$ cat src/sbd_pkg.sv
package sbd_pkg;
  // ---------------------------------------------------------------
  // filter geometry
  // ---------------------------------------------------------------
  localparam int SBD_ACC_W = 24;
  localparam int SBD_WORD_W = 16;
  localparam int SBD_CNT_W = 8;
  localparam int SBD_WORD_LSB = 8;
  localparam logic [23:0] SBD_ACC_RST = 24'h00_0000;
  localparam logic [7:0] SBD_CNT_RST = 8'h00;
  localparam logic [15:0] SBD_WORD_RST = 16'h0000;
  // ---------------------------------------------------------------
  // modulator timing and densities
  // ---------------------------------------------------------------
  localparam int SBD_CLK_MHZ = 40;
  localparam int SBD_MOD_MHZ = 10;
  localparam int SBD_MOD_DIV = SBD_CLK_MHZ / SBD_MOD_MHZ;
  localparam int SBD_MOD_HALF = SBD_MOD_DIV / 2;
  localparam logic [7:0] SBD_DIV_RST = 8'h00;
  // density in sixteenths: 13/16 = 81.25 %, 3/16 = 18.75 %
  localparam logic [4:0] SBD_DEN_ZERO = 5'h08;
  localparam logic [4:0] SBD_DEN_POS = 5'h0d;
  localparam logic [4:0] SBD_DEN_NEG = 5'h03;
  localparam logic [4:0] SBD_DEN_FULL = 5'h10;
  localparam logic [4:0] SBD_DEN_STEPS = 5'h10;
  localparam logic [4:0] SBD_DEN_RST = 5'h00;
  typedef enum logic [1:0] {
    SBD_IN_ZERO = 2'b00,
    SBD_IN_POS = 2'b01,
    SBD_IN_FULL = 2'b11,
    SBD_IN_NEG = 2'b10
  } sbd_level_t;
endpackage

$ cat src/sbd_link_if.sv
`timescale 1ns/1ps
interface sbd_link_if;
  logic modulator_clock_in;
  logic modulator_bitstream_out;
  modport modulator (
    input modulator_clock_in,
    output modulator_bitstream_out
  );
  modport filter (
    output modulator_clock_in,
    input modulator_bitstream_out
  );
endinterface

$ cat src/sbd_filter.sv
`timescale 1ns/1ps
module sbd_filter
  import sbd_pkg::*;
(
  input wire logic clk,
  input wire logic rst,
  sbd_link_if.filter link,
  output logic word_valid,
  input wire logic word_ready,
  output logic [15:0] word_data
);
  // ---------------------------------------------------------------
  // modulator clock divider
  // ---------------------------------------------------------------
  logic [7:0] div_reg;
  logic mclk_reg;
  wire div_end = div_reg == 8'(SBD_MOD_DIV - 1);
  wire [7:0] div_next = div_end ? SBD_DIV_RST : div_reg + 8'h01;
  wire mclk_next = div_reg < 8'(SBD_MOD_HALF);
  wire fall = mclk_reg & ~mclk_next;
  always_ff @(posedge clk) begin
    if (rst) begin
      div_reg <= SBD_DIV_RST;
      mclk_reg <= 1'b0;
    end else begin
      div_reg <= div_next;
      mclk_reg <= mclk_next;
    end
  end
  assign link.modulator_clock_in = mclk_reg;
  // ---------------------------------------------------------------
  // bit input
  // ---------------------------------------------------------------
  logic filter_bit_in;
  assign filter_bit_in = link.modulator_bitstream_out;
  wire [23:0] bit_val = {23'h00_0000, filter_bit_in};

  // ---------------------------------------------------------------
  // word counter and stall control
  // ---------------------------------------------------------------
  logic [7:0] cnt_reg;
  logic [1:0] fill_reg;
  wire [7:0] cnt_inc = cnt_reg + 8'h01;
  wire word_due = fall & ~cnt_reg[7] & cnt_inc[7];
  wire buf_full = fill_reg == 2'd2;
  wire stall = word_due & buf_full;
  wire step = fall & ~stall;
  wire word_tick = word_due & step;
  wire [7:0] cnt_next = step ? cnt_inc : cnt_reg;
  always_ff @(posedge clk) begin
    if (rst) begin
      cnt_reg <= SBD_CNT_RST;
    end else begin
      cnt_reg <= cnt_next;
    end
  end

  // ---------------------------------------------------------------
  // integrators at bit rate
  // ---------------------------------------------------------------
  logic [23:0] integrator_stage_one;
  logic [23:0] int2_reg;
  logic [23:0] int3_reg;
  wire [23:0] int1_sum = integrator_stage_one + bit_val;
  wire [23:0] int2_sum = int2_reg + integrator_stage_one;
  wire [23:0] int3_sum = int3_reg + int2_reg;
  wire [23:0] int1_next = step ? int1_sum : integrator_stage_one;
  wire [23:0] int2_next = step ? int2_sum : int2_reg;
  wire [23:0] int3_next = step ? int3_sum : int3_reg;

  always_ff @(posedge clk) begin
    if (rst) begin
      integrator_stage_one <= SBD_ACC_RST;
    end else begin
      integrator_stage_one <= int1_next;
    end
  end

  always_ff @(posedge clk) begin
    if (rst) begin
      int2_reg <= SBD_ACC_RST;
    end else begin
      int2_reg <= int2_next;
    end
  end

  always_ff @(posedge clk) begin
    if (rst) begin
      int3_reg <= SBD_ACC_RST;
    end else begin
      int3_reg <= int3_next;
    end
  end

  // ---------------------------------------------------------------
  // differentiators at word rate
  // ---------------------------------------------------------------
  logic [23:0] int3_d_reg;
  logic [23:0] diff1_reg;
  logic [23:0] diff2_reg;
  logic [23:0] final_difference;
  logic [23:0] diff1_d_reg;
  logic [23:0] diff2_d_reg;
  logic word_pend_reg;
  wire [23:0] diff1_sub = int3_reg - int3_d_reg;
  wire [23:0] diff2_sub = diff1_reg - diff1_d_reg;
  wire [23:0] final_difference_sub = diff2_reg - diff2_d_reg;
  wire [23:0] diff1_next = word_tick ? diff1_sub : diff1_reg;
  wire [23:0] diff2_next = word_tick ? diff2_sub : diff2_reg;
  wire [23:0] final_difference_next = word_tick ? final_difference_sub : final_difference;
  wire [23:0] int3_d_next = word_tick ? int3_reg : int3_d_reg;
  wire [23:0] diff1_d_next = word_tick ? diff1_reg : diff1_d_reg;
  wire [23:0] diff2_d_next = word_tick ? diff2_reg : diff2_d_reg;

  always_ff @(posedge clk) begin
    if (rst) begin
      diff1_reg <= SBD_ACC_RST;
      int3_d_reg <= SBD_ACC_RST;
    end else begin
      diff1_reg <= diff1_next;
      int3_d_reg <= int3_d_next;
    end
  end

  always_ff @(posedge clk) begin
    if (rst) begin
      diff2_reg <= SBD_ACC_RST;
      diff1_d_reg <= SBD_ACC_RST;
    end else begin
      diff2_reg <= diff2_next;
      diff1_d_reg <= diff1_d_next;
    end
  end

  always_ff @(posedge clk) begin
    if (rst) begin
      final_difference <= SBD_ACC_RST;
      diff2_d_reg <= SBD_ACC_RST;
    end else begin
      final_difference <= final_difference_next;
      diff2_d_reg <= diff2_d_next;
    end
  end

  always_ff @(posedge clk) begin
    if (rst) begin
      word_pend_reg <= 1'b0;
    end else begin
      word_pend_reg <= word_tick;
    end
  end

  wire [15:0] word_in = final_difference[SBD_ACC_W-1:SBD_WORD_LSB];

  // ---------------------------------------------------------------
  // output buffer selection
  // ---------------------------------------------------------------
  logic [15:0] buf0_reg;
  logic [15:0] buf1_reg;
  wire push = word_pend_reg;
  wire pop = word_valid & word_ready;
  wire fill_zero = fill_reg == 2'd0;
  wire [1:0] fill_next = fill_reg + {1'b0, push} - {1'b0, pop};
  wire valid_next = fill_next != 2'd0;
  wire [15:0] head_after_pop = buf_full ? buf1_reg : word_in;
  wire load_head = push & fill_zero;
  wire [15:0] buf0_next = pop ? head_after_pop : load_head ? word_in : buf0_reg;
  wire [15:0] buf1_next = (pop | (push & ~fill_zero)) ? word_in : buf1_reg;
  wire [15:0] data_next = pop ? head_after_pop : load_head ? word_in : buf0_reg;

  // ---------------------------------------------------------------
  // output buffer state
  // ---------------------------------------------------------------
  always_ff @(posedge clk) begin
    if (rst) begin
      fill_reg <= 2'd0;
      word_valid <= 1'b0;
    end else begin
      fill_reg <= fill_next;
      word_valid <= valid_next;
    end
  end

  always_ff @(posedge clk) begin
    if (rst) begin
      buf0_reg <= SBD_WORD_RST;
      buf1_reg <= SBD_WORD_RST;
    end else begin
      buf0_reg <= buf0_next;
      buf1_reg <= buf1_next;
    end
  end

  always_ff @(posedge clk) begin
    if (rst) begin
      word_data <= SBD_WORD_RST;
    end else begin
      word_data <= data_next;
    end
  end
endmodule

$ cat src/flat_wrapper.sv
// flat-port wrapper written by rule: the top's interface ports become plain ports
module sbd_filter_flat import sbd_pkg::*;
  (clk, rst, word_valid, word_ready, word_data, link_modulator_clock_in, link_modulator_bitstream_out);
  sbd_link_if link_i ();
  input wire logic clk;
  input wire logic rst;
  output logic word_valid;
  input wire logic word_ready;
  output logic [15:0] word_data;
  output wire logic [$bits(link_i.modulator_clock_in)-1:0] link_modulator_clock_in;
  input wire logic [$bits(link_i.modulator_bitstream_out)-1:0] link_modulator_bitstream_out;
  assign link_modulator_clock_in = link_i.modulator_clock_in;
  assign link_i.modulator_bitstream_out = link_modulator_bitstream_out;
  sbd_filter u_core (.clk(clk), .rst(rst), .link(link_i), .word_valid(word_valid), .word_ready(word_ready), .word_data(word_data));
endmodule
$ cat config.mk
export PLATFORM = sky130hd
export DESIGN_NAME = sbd_filter_flat
export DESIGN_NICKNAME = d
export VERILOG_FILES = /design/src/sbd_pkg.sv /design/src/sbd_link_if.sv /design/src/sbd_filter.sv /design/src/flat_wrapper.sv
export SDC_FILE = /design/constraint.sdc
export NUM_CORES = 1
export LEC_CHECK = 0
export ABC_CLOCK_PERIOD_IN_PS = 3000
export BUFFER_PORTS_ARGS = -buffer_cell sky130_fd_sc_hd__buf_2
export CORE_ASPECT_RATIO = 1.75
export CORE_UTILIZATION = 37
export CTS_CLUSTER_DIAMETER = 30
export DETAILED_ROUTE_END_ITERATION = 8
export PLACE_DENSITY = 0.6
export SLEW_MARGIN = 5
export SYNTH_ARGS = -nofsm -noshare
export SYNTH_HDL_FRONTEND = slang
export SYNTH_SLANG_ARGS = --single-unit
$ cat constraint.sdc
create_clock -name clk -period 3 [get_ports clk]
set_input_delay 0 -clock clk [delete_from_list [all_inputs] [get_ports clk]]
set_output_delay 0 -clock clk [all_outputs]
set_load 0.05 [all_outputs]
==> results_dict.tcl <==
set metrics [dict create \
    cts-buffers-inserted 46 \
    clkTransAtPathRegs_ns 0.05 \
    drt-initial-drc-count 463 \
    antennaDiodeCount 0 \
    initial_core_util_pct 37.56 \
    async_flop_share_pct 0 \
    nets 2028 \
    final_util_pct 44.18 \
    grt_overflow 0 \
    crit_path_end_kind "flop" \
    maxCapViolCount 0 \
    wirelength_mm 33.89 \
    rsz0062_at_grt "no" \
    violations "DRC" \
    grt_pass1_vias 12220 \
    grt_max_degree 172 \
    num_vias 12510 \
    ys_seq_area_share_pct 35.53 \
    final_cell_area_sq_um 17300 \
    rows 96 \
    grt_usage_pct 16.81 \
    cts_tree "built" \
    cp.arrival_ns 3.38 \
    mostFrequentLayoutCells "nand2_1 (354), dfxtp_1 (261), a21oi_1 (252), nor2_1 (146), ha_1 (120)" \
    cts-htree-levels 2 \
    ys_ff_latch 261 \
    cp_max_fo 5 \
    drc 2 \
    hold_ws_ns 0.1189 \
    hp-class "input pin to flop" \
    synthFlopType "dfxtp_1" \
    dpl_worst_slack_ns -0.1453 \
    synth_top_cells_by_area "dfxtp_1 (36%), ha_1 (10%), nand2_1 (9.0%)" \
    powerDensity_nw_per_um2 574.2 \
    final_common_cell "nand2_1" \
    hpwl_mm 24.60 \
    grt_pass1_wl_mm 56.52 \
    setup_viol 0 \
    die_y_um 265.8 \
    tightest_slew_ns 0.9347 \
    via_per_inst 5.159 \
    die_area_sq_um 40580 \
    io_pins 22 \
    drive_above_1_share_pct 9.251 \
    synth_area_sq_um 14710 \
    syn_nets 1996 \
    ys_types 71 \
    insertion_delay_ns 0.56 \
    synth_top_area_share_pct 35.53 \
    period_minus_slack_ns 2.912 \
    coreArea_sq_um 39160 \
    cts.sinks 261 \
    die_w_um 152.7 \
    antenna_left 0 \
    finClkSkew_ns 0.03636 \
    p_leak_nw 6.964 \
    finalHoldViolCount 0 \
    routedWlPerCell_um 13.97 \
    critical_path_class "flop to flop" \
    period_share_pct 97.07 \
    synth_top_area_cell "dfxtp_1" \
    setup_tns_ns 0 \
    slew_viol_final 0 \
    port_buffers 21 \
    cp-start-kind "flop" \
    synth_edf_count 0 \
    netlist_instances 1868 \
    cts.path.max_buffers 3 \
    worst_slack_ns 0.08801 \
    dpl-instance-area_sq_um 15530 \
    first_pass_iters 7 \
    max_freq_ghz 0.3434 \
    crit_required_ns 3.47 \
    antenna_found_initial 0 \
    ir_worst_vdd_v 0.0003579 \
    cts-root-buf "clkbuf_16" \
    avgSynthCellArea_sq_um 7.874 \
    status "complete, but fails checks" \
    gp_congestion 0.9174 \
    ys_warn_count 0 \
    slew_headroom_pct 37.68 \
    syn_to_final_growth_pct 17.63 \
]
-- cell families after synthesis --
family / after synthesis / synth area share, %
adder cells (fa/ha/maj): 124 / 10.75
multiplexers: 33 / 2.246
XOR/XNOR: 116 / 6.908
AO/OA/AOI/OAI: 480 / 19.74
AND/OR/NAND/NOR: 675 / 20.14
buffers and inverters: 179 / 4.687
flip-flops: 261 / 35.53
-- synthesized netlist by cell type, drive strengths merged (3+ instances only) --
library cell	number
nor3	19
or3	20
o21bai	10
nand3	40
o211ai	8
a21o	41
ha	120
mux2i	33
nand2b	10
or2	5
nand2	356
a21boi	5
a211oi	34
o2111ai	4
a31o	6
and2	3
a211o	4
and4	6
xor2	50
o21a	16
dfxtp	261
a21oi	254
inv	98
or4	4
o21ai	59
o22ai	3
clkbuf	71
nand4	22
nor2b	11
o211a	3
nor4	6
and3	19
o31ai	5
a221o	3
xnor2	66
fa	4
buf	8
nor2	147
a31oi	7
-- path summary, 6_finish.rpt --
kind                                            start               endpoint  slack (ns)  cells past startpoint
worst max-delay path               u_core.int2_reg[4]    u_core.int2_reg[23]        0.09                     10
worst min-delay path                       word_ready     u_core.fill_reg[1]        0.12                      5
worst max register to register     u_core.int2_reg[4]    u_core.int2_reg[23]        0.09                     10
worst min register to register  u_core.int3_d_reg[21]  u_core.int3_d_reg[21]        0.45                      2
-- per-stage QoR --
stage | instances | total power, mW
2_1_floorplan | 1868 | 4.166
3_3_place_gp | 2340 | 4.323
3_5_place_dp | 2340 | 4.330
4_1_cts | 2425 | 10.06
5_1_grt | 2425 | 10.29
6_report | 2425 | 9.933
-- area by class of cell --
class                   count  area (sq um)
fillers                  3849         21860
multi-input cells        1428          8855
flip-flops and latches    261          5225
clock buffers              57          1282
well taps                 490         613.1
repair buffers             64         529.3
clock inverters            26         424.2
inverters                  99         371.6
-- repair_timing --
action	in CTS	in global routing
pin swaps	0	2
hold endpoints to repair	40	0
hold buffers	2	0
endpoints found under the setup margin	2	8
setup buffers	0	0
gates resized for setup	3	7
-- power breakdown --
group	switching [mW]	total (mW)	internal, mW
clock network	1.78	5.67	3.89
logic	0.473	0.685	0.212
registers	0.0404	3.58	3.54
total	2.30	9.93	7.64
-- layer usage --
layer	wire length [um]	up-vias	GRT usage, %
met3	825	73	2.440
met5	0	-	0
met1	13190	5752	16.21
met2	18300	147	33.47
met4	1574	0	9.637
li1	-	6538	-
-- critical path, cell delays in order, from the launching register on --
cell and delay, ns:
dfxtp_1 0.32, ha_1 0.37, a211oi_2 0.27, nor2_1 0.10, o311ai_1 0.40, and3b_1 0.32
a21oi_1 0.15, a221o_1 0.35, xnor2_1 0.13, or3_1 0.30, a21oi_1 0.14
Power figures use the tool's default switching activity.
